**src/design/hgc_pkg.sv**
```systemverilog
// Purpose: Constants shared by the hub general config/status block
// Assumes: Byte-wide register port, 200 MHz core clock
// Notes  : Reference clock pin is sampled as a synchronous input
//
// Operation
// - The I2C controller runs only while its enable bit is 1, reset 0.
// - Lockless select 0 and no assigned port locked gives high impedance.
// - Lockless select 1 (reset) keeps running; no lock gives LP-11 when idle select and drive enable are both 1.
// - In continue mode lock still governs unless idle select 1 and drive enable 0: lock gives normal output, no lock the idle state.
// - Idle select 1 and drive enable 0 give high impedance; both reset 1.
// - Idle select 0 with lock low and lockless select 1 forces the transmitter into HS-0.
// - Receiver parity checking runs only while its enable is 1, reset 1.
// - Override 0 takes presence from the detector, 1 forces it present.
// - Clock-valid status is 1 only for a reference of 12 MHz to 64 MHz.
// - After initialization the checksum status shows if data was valid.
// - The init-done status sets once configuration loading has completed.
// - The revision register holds silicon revision high and mask low.
// - Reload bit self-clears and restarts loading; poll init-done after.
`default_nettype none
package hgc_pkg;

   // ----------------------------------------
   // Register offsets
   // ----------------------------------------
   localparam logic [7:0] ADDR_RESET_CTL  = 8'h01;
   localparam logic [7:0] ADDR_GEN_CFG    = 8'h02;
   localparam logic [7:0] ADDR_REV_ID     = 8'h03;
   localparam logic [7:0] ADDR_DEV_STATUS = 8'h04;

   // ----------------------------------------
   // Field positions
   // ----------------------------------------
   localparam int BIT_RELOAD       = 2;
   localparam int BIT_I2C_EN       = 5;
   localparam int BIT_LOCKLESS_SEL = 4;
   localparam int BIT_DRIVE_EN     = 3;
   localparam int BIT_IDLE_SEL     = 2;
   localparam int BIT_PARITY_EN    = 1;
   localparam int BIT_REF_OVERRIDE = 0;
   localparam int BIT_CKSUM_OK     = 7;
   localparam int BIT_INIT_DONE    = 6;
   localparam int BIT_REF_FREQ_OK  = 4;

   // Reset value of the writable bits of the general configuration register
   localparam logic [5:0] GEN_CFG_RESET = 6'h1E;

   // Identification, values arbitrary
   localparam logic [3:0] SILICON_REVISION = 4'h1;
   localparam logic [3:0] MASK_REVISION    = 4'h5;

   // ----------------------------------------
   // Transmitter output state
   // ----------------------------------------
   localparam logic [1:0] TX_NORMAL = 2'h0;
   localparam logic [1:0] TX_HIZ    = 2'h1;
   localparam logic [1:0] TX_LP11   = 2'h2;
   localparam logic [1:0] TX_HS0    = 2'h3;

   // ----------------------------------------
   // Reference clock measurement
   // ----------------------------------------
   localparam int CLK_MHZ      = 200;
   localparam int WINDOW_NS    = 1000;
   localparam int WINDOW_CYC   = WINDOW_NS * CLK_MHZ / 1000;
   localparam int REF_MIN_MHZ  = 12;
   localparam int REF_MAX_MHZ  = 64;
   // Edges counted per window equal the frequency in MHz
   localparam logic [7:0] WINDOW_LAST = 8'(WINDOW_CYC - 1);
   localparam logic [7:0] EDGE_MIN = 8'(REF_MIN_MHZ * WINDOW_NS / 1000);
   localparam logic [7:0] EDGE_MAX = 8'(REF_MAX_MHZ * WINDOW_NS / 1000);
   localparam logic [7:0] EDGE_SAT = 8'hFF;

   // ----------------------------------------
   // Loader states
   // ----------------------------------------
   typedef enum logic [2:0] {
      LD_START = 3'b001,
      LD_WAIT  = 3'b010,
      LD_DONE  = 3'b100
   } hgc_load_type;

endpackage
`default_nettype wire

```
**src/design/hgc_ref_freq_check.sv**
```systemverilog
// Purpose: Measures reference clock frequency against the valid band
// Assumes: Reference pin sampled synchronously, below half the core rate
// Notes  : Result updates once per measurement window
`timescale 1ns/1ps
`default_nettype none
module hgc_ref_freq_check
   import hgc_pkg::*;
(
   // Clock and reset
   input  wire logic clk,
   input  wire logic nrst,
   // Reference pin
   input  wire logic ref_in,
   // Result
   output logic      freq_ok
);

   typedef struct packed {
      logic       prev;
      logic [7:0] win_cnt;
      logic [7:0] edge_cnt;
      logic       ok;
   } hgc_freq_state_type;

   hgc_freq_state_type s_reg;
   hgc_freq_state_type s_next;

   // ----------------------------------------
   // Edge counting
   // ----------------------------------------
   always_comb begin
      s_next      = s_reg;
      s_next.prev = ref_in;
      if (s_reg.win_cnt == WINDOW_LAST) begin
         s_next.win_cnt  = 8'h00;
         s_next.edge_cnt = 8'h00;
         s_next.ok = (s_reg.edge_cnt >= EDGE_MIN) &&
                     (s_reg.edge_cnt <= EDGE_MAX);
      end else begin
         s_next.win_cnt = s_reg.win_cnt + 8'h01;
         if (ref_in && !s_reg.prev && s_reg.edge_cnt != EDGE_SAT) begin
            s_next.edge_cnt = s_reg.edge_cnt + 8'h01;
         end
      end
   end

   always_ff @(posedge clk) begin
      if (!nrst) begin
         s_reg <= '0;
      end else begin
         s_reg <= s_next;
      end
   end

   assign freq_ok = s_reg.ok;
endmodule
`default_nettype wire

```
**src/design/hgc_top.sv**
```systemverilog
// Purpose: Shared general configuration and status registers of the hub
// Assumes: Single-cycle register strobes, read data one cycle later
// Notes  : Outputs all come from flip-flops
`timescale 1ns/1ps
`default_nettype none
module hgc_top
   import hgc_pkg::*;
(
   // Clock and reset
   input  wire logic       CORE_CLK,
   input  wire logic       NRST,
   // Register port
   input  wire logic [7:0] REG_ADDR,
   input  wire logic       REG_WR_STB,
   input  wire logic [7:0] REG_WDATA,
   input  wire logic       REG_RD_STB,
   output logic      [7:0] REG_RDATA,
   // Receiver lock and transmitter assignment
   input  wire logic [3:0] RX_LOCK,
   input  wire logic [3:0] RX_PORT_ASSIGN,
   // Reference clock pin
   input  wire logic       REFERENCE_CLOCK_INPUT,
   // Configuration store handshake
   input  wire logic       CFG_LOAD_DONE,
   input  wire logic       CFG_LOAD_CKSUM_OK,
   output logic            CFG_LOAD_START,
   // Controls to the rest of the device
   output logic            I2C_CTRL_EN,
   output logic      [1:0] TX_OUT_STATE,
   output logic            PARITY_CHECK_EN,
   output logic            REF_CLOCK_PRESENT
);

   typedef struct packed {
      logic [5:0]   cfg;
      hgc_load_type ld;
      logic         init_done;
      logic         cksum_ok;
      logic         load_start;
      logic [7:0]   rdata;
      logic         i2c_en;
      logic [1:0]   tx_state;
      logic         parity_en;
      logic         ref_present;
   } hgc_state_type;

   hgc_state_type s_reg;
   hgc_state_type s_next;
   logic          freq_ok;
   logic          wr_gen;
   logic          wr_reload;
   logic          any_lock;

   hgc_ref_freq_check u_freq (
      .clk     (CORE_CLK),
      .nrst    (NRST),
      .ref_in  (REFERENCE_CLOCK_INPUT),
      .freq_ok (freq_ok)
   );

   assign wr_gen    = REG_WR_STB && (REG_ADDR == ADDR_GEN_CFG);
   assign wr_reload = REG_WR_STB && (REG_ADDR == ADDR_RESET_CTL) &&
                      REG_WDATA[BIT_RELOAD];
   assign any_lock  = |(RX_LOCK & RX_PORT_ASSIGN);

   // ----------------------------------------
   // Next state
   // ----------------------------------------
   always_comb begin
      s_next = s_reg;

      if (wr_gen) begin
         s_next.cfg = REG_WDATA[5:0];
      end

      // Configuration loader
      s_next.load_start = 1'b0;
      unique case (s_reg.ld)
         LD_START: begin
            s_next.load_start = 1'b1;
            s_next.ld         = LD_WAIT;
         end
         LD_WAIT: begin
            if (CFG_LOAD_DONE) begin
               s_next.ld        = LD_DONE;
               s_next.init_done = 1'b1;
               s_next.cksum_ok  = CFG_LOAD_CKSUM_OK;
            end
         end
         LD_DONE: begin
         end
      endcase
      if (wr_reload) begin
         s_next.ld        = LD_START;
         s_next.init_done = 1'b0;
         s_next.cksum_ok  = 1'b0;
      end

      s_next.i2c_en    = s_next.cfg[BIT_I2C_EN];
      s_next.parity_en = s_next.cfg[BIT_PARITY_EN];
      s_next.ref_present = s_next.cfg[BIT_REF_OVERRIDE] | freq_ok;

      // Drive-off and lockless high impedance win over the idle states
      if (s_next.cfg[BIT_IDLE_SEL] && !s_next.cfg[BIT_DRIVE_EN]) begin
         s_next.tx_state = TX_HIZ;
      end else if (!any_lock && !s_next.cfg[BIT_LOCKLESS_SEL]) begin
         s_next.tx_state = TX_HIZ;
      end else if (!any_lock && !s_next.cfg[BIT_IDLE_SEL]) begin
         s_next.tx_state = TX_HS0;
      end else if (!any_lock) begin
         s_next.tx_state = TX_LP11;
      end else begin
         s_next.tx_state = TX_NORMAL;
      end

      // Read data, unmapped and reserved bits read zero
      if (REG_RD_STB) begin
         s_next.rdata = 8'h00;
         unique case (REG_ADDR)
            ADDR_GEN_CFG: begin
               s_next.rdata[5:0] = s_reg.cfg;
            end
            ADDR_REV_ID: begin
               s_next.rdata = {SILICON_REVISION, MASK_REVISION};
            end
            ADDR_DEV_STATUS: begin
               s_next.rdata[BIT_CKSUM_OK]    = s_reg.cksum_ok;
               s_next.rdata[BIT_INIT_DONE]   = s_reg.init_done;
               s_next.rdata[BIT_REF_FREQ_OK] = freq_ok;
            end
            default: begin
               // Reload bit self-clears, so it reads zero
               s_next.rdata = 8'h00;
            end
         endcase
      end
   end

   // ----------------------------------------
   // State register
   // ----------------------------------------
   always_ff @(posedge CORE_CLK) begin
      if (!NRST) begin
         s_reg             <= '0;
         s_reg.cfg         <= GEN_CFG_RESET;
         s_reg.ld          <= LD_START;
         s_reg.parity_en   <= 1'b1;
         s_reg.tx_state    <= TX_HIZ;
      end else begin
         s_reg <= s_next;
      end
   end

   assign REG_RDATA         = s_reg.rdata;
   assign CFG_LOAD_START    = s_reg.load_start;
   assign I2C_CTRL_EN       = s_reg.i2c_en;
   assign TX_OUT_STATE      = s_reg.tx_state;
   assign PARITY_CHECK_EN   = s_reg.parity_en;
   assign REF_CLOCK_PRESENT = s_reg.ref_present;
endmodule
`default_nettype wire

```
**config.mk**
```make
export PLATFORM = sky130hd
export DESIGN_NAME = hgc_top
export DESIGN_NICKNAME = d
export VERILOG_FILES = /design/src/design/hgc_pkg.sv /design/src/design/hgc_ref_freq_check.sv /design/src/design/hgc_top.sv
export SDC_FILE = /design/constraint.sdc
export NUM_CORES = 1
export LEC_CHECK = 0
export BUFFER_PORTS_ARGS = -buffer_cell sky130_fd_sc_hd__buf_2
export CAP_MARGIN = 20
export CORE_ASPECT_RATIO = 2
export CORE_MARGIN = 10
export CORE_UTILIZATION = 52
export CTS_CLUSTER_SIZE = 12
export DETAILED_ROUTE_END_ITERATION = 7
export GPL_ROUTABILITY_DRIVEN = 0
export PLACE_DENSITY = 0.87
export SLEW_MARGIN = 40
export SYNTH_ARGS = -nofsm -noshare
export SYNTH_HDL_FRONTEND = slang
export SYNTH_SLANG_ARGS = --single-unit
export TNS_END_PERCENT = 10
```
**constraint.sdc**
```tcl
create_clock -name CORE_CLK -period 2.9 [get_ports CORE_CLK]
set_clock_uncertainty 0.05 [all_clocks]
set_input_delay 0.58 -clock CORE_CLK [delete_from_list [all_inputs] [get_ports CORE_CLK]]
set_output_delay 0.58 -clock CORE_CLK [all_outputs]
set_load 0.005 [all_outputs]
```
Yosys cells after proc, flatten, opt, wreduce, memory -nomap -nowiden
Index checks and enable logic that the tools add are counted.
Storage, ports and cells
  register bits: 43
  input port bits: 31
  output and inout port bits: 14
  word-level logic and storage cells: 63
Operators by class
  add/subtract/negate cells: 2
  $lt $le $gt $ge: 2
  equality and inequality tests: 9
  muxes and demuxes: 10
  bitwise gates (word level): 3
  reductions and logical operators: 22
Operators by type and width (count)
  adder 8 x 1 -> 8 bit (second input constant): 2
  == test 8 x 2 -> 1 bit (second input constant): 2
  logical AND 1 bit: 9
  == test 8 x 1 -> 1 bit (second input constant): 1
  == test 8 x 3 -> 1 bit (second input constant): 1
  == test 8 bit (second input constant): 1
  greater-or-equal comparator 8 x 4 -> 1 bit (second input constant): 1
  <= comparator 8 x 7 -> 1 bit (second input constant): 1
  != test 8 bit (second input constant): 1
  case mux 4 bit (2 select lines): 1
  OR reduction 4 bit: 2
  two-way mux 2 bit: 3
  two-way mux 6 bit: 1
  case mux 3 bit (2 select lines): 1
  zero test 1 bit: 5
  two-way mux 5 bit: 1
  bitwise AND 4 bit: 1
  AND reduction 2 bit: 2
  OR reduction 2 bit: 2
  == test 3 x 1 -> 1 bit (second input constant): 1
  == test 3 x 2 -> 1 bit (second input constant): 1
  case mux 1 bit (3 select lines): 1
  OR reduction 3 bit: 1
  two-way mux 1 bit: 2
  4 further kinds: 4

Logic depth before layout (Yosys ltp)
  word-level depth: 6
  mapped depth: 6
  gate-level depth less buffers: 6

Cells and area by module
From an unflattened synthesis, not the netlist that was laid out.
Second synthesis, totals
  cell total of the unflattened synthesis: 220
  area, all modules: 1968.1 um^2
By module, submodules not included
  hgc_top: times used 1, cells each 117, area each 1039.7 um^2, sequential area each 460.4 um^2
  hgc_ref_freq_check: times used 1, cells each 103, area each 928.4 um^2, sequential area each 360.3 um^2

Least setup slack after synthesis
Ideal clock, no wire load.
  path type: input-to-reg
  start point: in REG_ADDR[2]
  end point: reg s_reg, in the netlist REF_CLOCK_PRESENT
  library setup time: 0.115 ns
  data arrival time: 2.069 ns
  required time: 2.735 ns
  path slack: 0.666 ns
  cell stages on the path: 5
  path buffers: 1
  cell sequence: or4b_4 or3_1 buf_2 mux2_4 o21a_1
On the way
  cells in the longest elaborated chain, start to end: 4
RTL lines
  start, declared: line hgc_top.sv:13  | input wire logic [7:0] REG_ADDR,
  == test 8 x 2 -> 1 bit: line hgc_top.sv:61  | assign wr_gen = REG_WR_STB && (REG_ADDR == ADDR_GEN_CFG);
  logical AND 1 bit: line hgc_top.sv:61
  two-way mux 6 bit: line hgc_top.sv:72  | if (wr_gen) begin
  bitwise OR 1 bit: line hgc_top.sv:101  | s_next.ref_present = s_next.cfg[BIT_REF_OVERRIDE] | freq_ok;
  end signal, assigned: line hgc_top.sv:150  | s_reg <= s_next;
  end, declared: line hgc_top.sv:47  | hgc_state_type s_reg;
No other way between the ends.
A chain may end at the register's enable or synchronous reset.

Worst setup path after layout
Same ends and word-level chain as after synthesis.

==> impl_summary.log <==
INFO  metric criticalPathCategory = input pin to flop
INFO  metric first_global_vias = 1,659
INFO  metric areaGrowthSynthToFinish = 14.8%
INFO  metric critical_path.slowest_cell = or4b_4
INFO  metric post-route-drc-count = 0
INFO  metric timing.critical_path.to_type = flop
INFO  metric largest_register_ffs = 17
INFO  metric clk_transition_reported_paths = 0.07 ns
INFO  metric avgSynthCellArea = 9.09 µm²
INFO  metric outcome = finished, final reports clean
INFO  metric req_time_crit_path = 3.04 ns
INFO  metric largest_family_of_logic_cells_by_synthesized_area = simple AND/OR/NAND/NOR gates
INFO  metric switching_share = 0.216
INFO  metric synth.net_count = 239
INFO  metric groute.usage.overall = 0.127
INFO  metric firstDrtPassIters = 4
INFO  metric initial_utilization = 0.546
INFO  metric pwr-share-seq = 0.532
INFO  metric slowest_delay = 0.57 ns
INFO  metric horizontal_die_dimension = 62.3 µm
INFO  metric synth_simple_gate_area_share = 0.277
INFO  metric post_route_cells_drive_above_1_share = 0.227
INFO  metric routedWlPerCell = 13.7 µm
INFO  metric fillerInstances = 322
INFO  metric grt_antenna_before_repair = 0
INFO  metric unrepaired_setup_endpoints_after_global_routing = no
INFO  metric grt_first_pass_wirelength = 6.89 mm
INFO  metric totalNegativeSetupSlack = 0 ns
INFO  metric share_comb_of_total_power = 0.073
INFO  metric combined_area_of_all_synthesized_cells = 1860 µm²
INFO  metric ctsLongestPathBuffers = 2
INFO  metric static_leak = 0.867 nW
INFO  metric worstReg2RegStart = u_freq.s_reg[9]
INFO  metric number_of_warnings_reported_in_the_yosys_synthesis_log = 0
INFO  metric hpwlAfterDp = 3.00 mm
INFO  metric gr-total-overflow = 0
INFO  metric routed_via_density = 5.47
INFO  metric h_tree_lvls = 2
INFO  metric timing.critical_path.arrival = 2.24 ns
INFO  metric worst_slack_placed = 0.495 ns
INFO  metric cts.sinks = 41
INFO  metric holdCritPathClass = flop to flop
INFO  metric critical_path.max_fanout = 6
INFO  metric post_synthesis_compound_gate_area_fraction = 0.128
INFO  metric power_switching = 0.240 mW
INFO  metric cts_root_buffer = clkbuf_8
INFO  metric drt-total-wl = 3.91 mm
INFO  metric iteration_0_drc_markers = 22
INFO  metric placement_rows = 30
INFO  metric worstHoldEndpoint = u_freq.s_reg[9]
INFO  metric insertion_delay = 0.29 ns
INFO  metric fp.dieArea = 6530 µm²
INFO  metric most_common_library_cell_in_the_layout_ignoring_fill_and_taps = buf_2
INFO  metric synth_flop_cell = dfxtp_1
INFO  metric worst_r2r_endpoint = u_freq.s_reg[15]
INFO  metric min_period_over_period = 0.723
INFO  metric synthArstFlopShare = 0
INFO  metric internal-power = 0.869 mW
INFO  metric post_synth_main_area_contributors = dfxtp_1 (44%), nand2b_1 (4.4%), nor2_1 (4.2%)
INFO  metric synth_xor_area_frac = 0.0470
INFO  metric vdd.ir_drop.worst = 437 µV
INFO  metric synth_cell_type_count = 42
INFO  metric drtAntennaViolNets = 0
INFO  metric synthesis.instances = 205
INFO  metric final.min_clock_period = 2.10 ns
INFO  metric timing.hold.worst.start = u_freq.s_reg[9]
INFO  metric numPortBuffers = 42
INFO  metric grt_max_degree = 24
INFO  metric synth_edf_count = 0
INFO  metric timing.fmax = 477 MHz
INFO  metric post-route-worst-setup-slack = 0.803 ns
INFO  metric fp.dieH = 105 µm
INFO  metric timing.reg2reg.setup_slack = 1.01 ns
INFO  metric cellPowerDensity = 518 nW/µm²
INFO  metric cts-buffers-inserted = 5
INFO  metric synth_area_leader_cell = dfxtp_1
INFO  metric crit_buf_inv = 1
INFO  metric whs_path_depth = 1
INFO  metric ios = 45
INFO  metric core_area = 3420 µm²
INFO  metric max_cap_violations = 0
INFO  metric tritoncts = done
INFO  metric yosysTopAreaCellShare = 0.440
INFO  metric ys_seq_area_frac = 0.440
INFO  metric worst_slew_pin_slew = 0.502 ns
INFO  metric resized_cells_post_cts = 0
INFO  metric insertedDiodeCount = 0
INFO  metric finalMaxSlewViolations = 0
INFO  metric worst-r2r-cell-count = 5
INFO  metric multiplexer_area_fraction_after_synthesis = 0.0295
INFO  metric num-nets-final = 272
INFO  metric maxSlewHeadroom = 0.661
INFO  metric timing.final.setup_violations = 0
INFO  metric synth_fa_ha_area_frac = 0.0201
INFO  metric via_count = 1,564
INFO  metric clock_power_share = 0.395
INFO  metric cts_setup_buffers = 0
INFO  metric cts_hold_buffers = 0
INFO  metric critical_path.top_delay_family = simple AND/OR/NAND/NOR gates
INFO  metric total_of_flip_flops_plus_latches_after_synthesis = 41
INFO  metric start_kind = input pin
INFO  metric mostFrequentLayoutCells = buf_2 (42), dfxtp_1 (41), nor2_1 (21)
INFO  metric timing.final.hold_violations = 0
INFO  metric crit_chain = buf_2, or4b_4, or3_1, mux2_4, o21a_1
[worst max-delay path by stage]
stage,from,endpoint,cells after the start
after global routing,REG_ADDR[2],REF_CLOCK_PRESENT,5
final,REG_ADDR[2],REF_CLOCK_PRESENT,5
after detailed placement,REG_ADDR[2],REF_CLOCK_PRESENT,5
after global placement,REG_ADDR[2],REF_CLOCK_PRESENT,5
after floorplan,REG_ADDR[2],REF_CLOCK_PRESENT,5
after CTS,REG_ADDR[2],REF_CLOCK_PRESENT,5
[Yosys cell counts (2+ instances only)]
cell      instances
a21boi_0         10
a21oi_1           3
and2_1            5
and3_1            3
buf_4            10
clkbuf_1          5
dfxtp_1          41
ha_1              3
inv_1             3
mux2i_1           4
nand2_1          13
nand2b_1         13
nand3_1          15
nand4_1           5
nor2_1           21
nor3_1            5
nor3b_1           2
nor4bb_1          2
o211ai_1          5
o31ai_1           3
or3_1             3
or4_1             3
xnor2_1           2
xor2_1            8
[metrics by stage]
| stage | std cells | cell area [µm²] | power [mW] | hold WS (ns) | utilization |
|---|---|---|---|---|---|
| final | 286 | 2140 | 1.11 | 0.398 | 0.626 |
| after global routing | 286 | 2140 | 1.16 | 0.437 | 0.626 |
| after CTS | 286 | 2140 | 1.12 | 0.400 | 0.626 |
| after detailed placement | 279 | 2040 | 0.685 | 0.384 | 0.596 |
| after global placement | 279 | 2040 | 0.682 | 0.373 | 0.596 |
| after floorplan | 205 | 1860 | 0.650 | 0.363 | - |
[power groups by stage]
stage               logic [mW]  registers [mW]  clock network [mW]
global route            0.0923           0.592               0.474
CTS                     0.0828           0.590               0.452
finish                  0.0809           0.590               0.438
detailed placement      0.0819           0.603                   0
global placement        0.0792           0.602                   0
floorplan               0.0492           0.600                   0
[kinds of logic after synthesis]
| group | after synthesis |
|---|---|
| compound gates | 32 |
| xor+xnor | 10 |
| fa+ha+maj | 3 |
| buf+inv | 19 |
| flops | 41 |
| mux | 5 |
| simple gates | 95 |
[metal layers]
| layer | routed length (µm) | global-route usage | up-vias |
|---|---|---|---|
| met1 | 1420 | 0.111 | 735 |
| li1 | - | - | 778 |
| met4 | 127 | 0.0852 | 0 |
| met5 | 0 | 0 | - |
| met3 | 203 | 0.0439 | 12 |
| met2 | 2150 | 0.234 | 39 |
[final cells by class]
cell class / instances / area [µm²] / area share
Multi-Input combinational cell: 145 / 933 / 0.436
Sequential cell: 41 / 821 / 0.384
Timing Repair Buffer: 42 / 210 / 0.0982
Clock buffer: 5 / 68.8 / 0.0322
Tap cell: 48 / 60.1 / 0.0281
Clock inverter: 2 / 35.0 / 0.0164
Inverter: 3 / 11.3 / 0.00526
No activity file was read; power rests on OpenSTA's default activity.
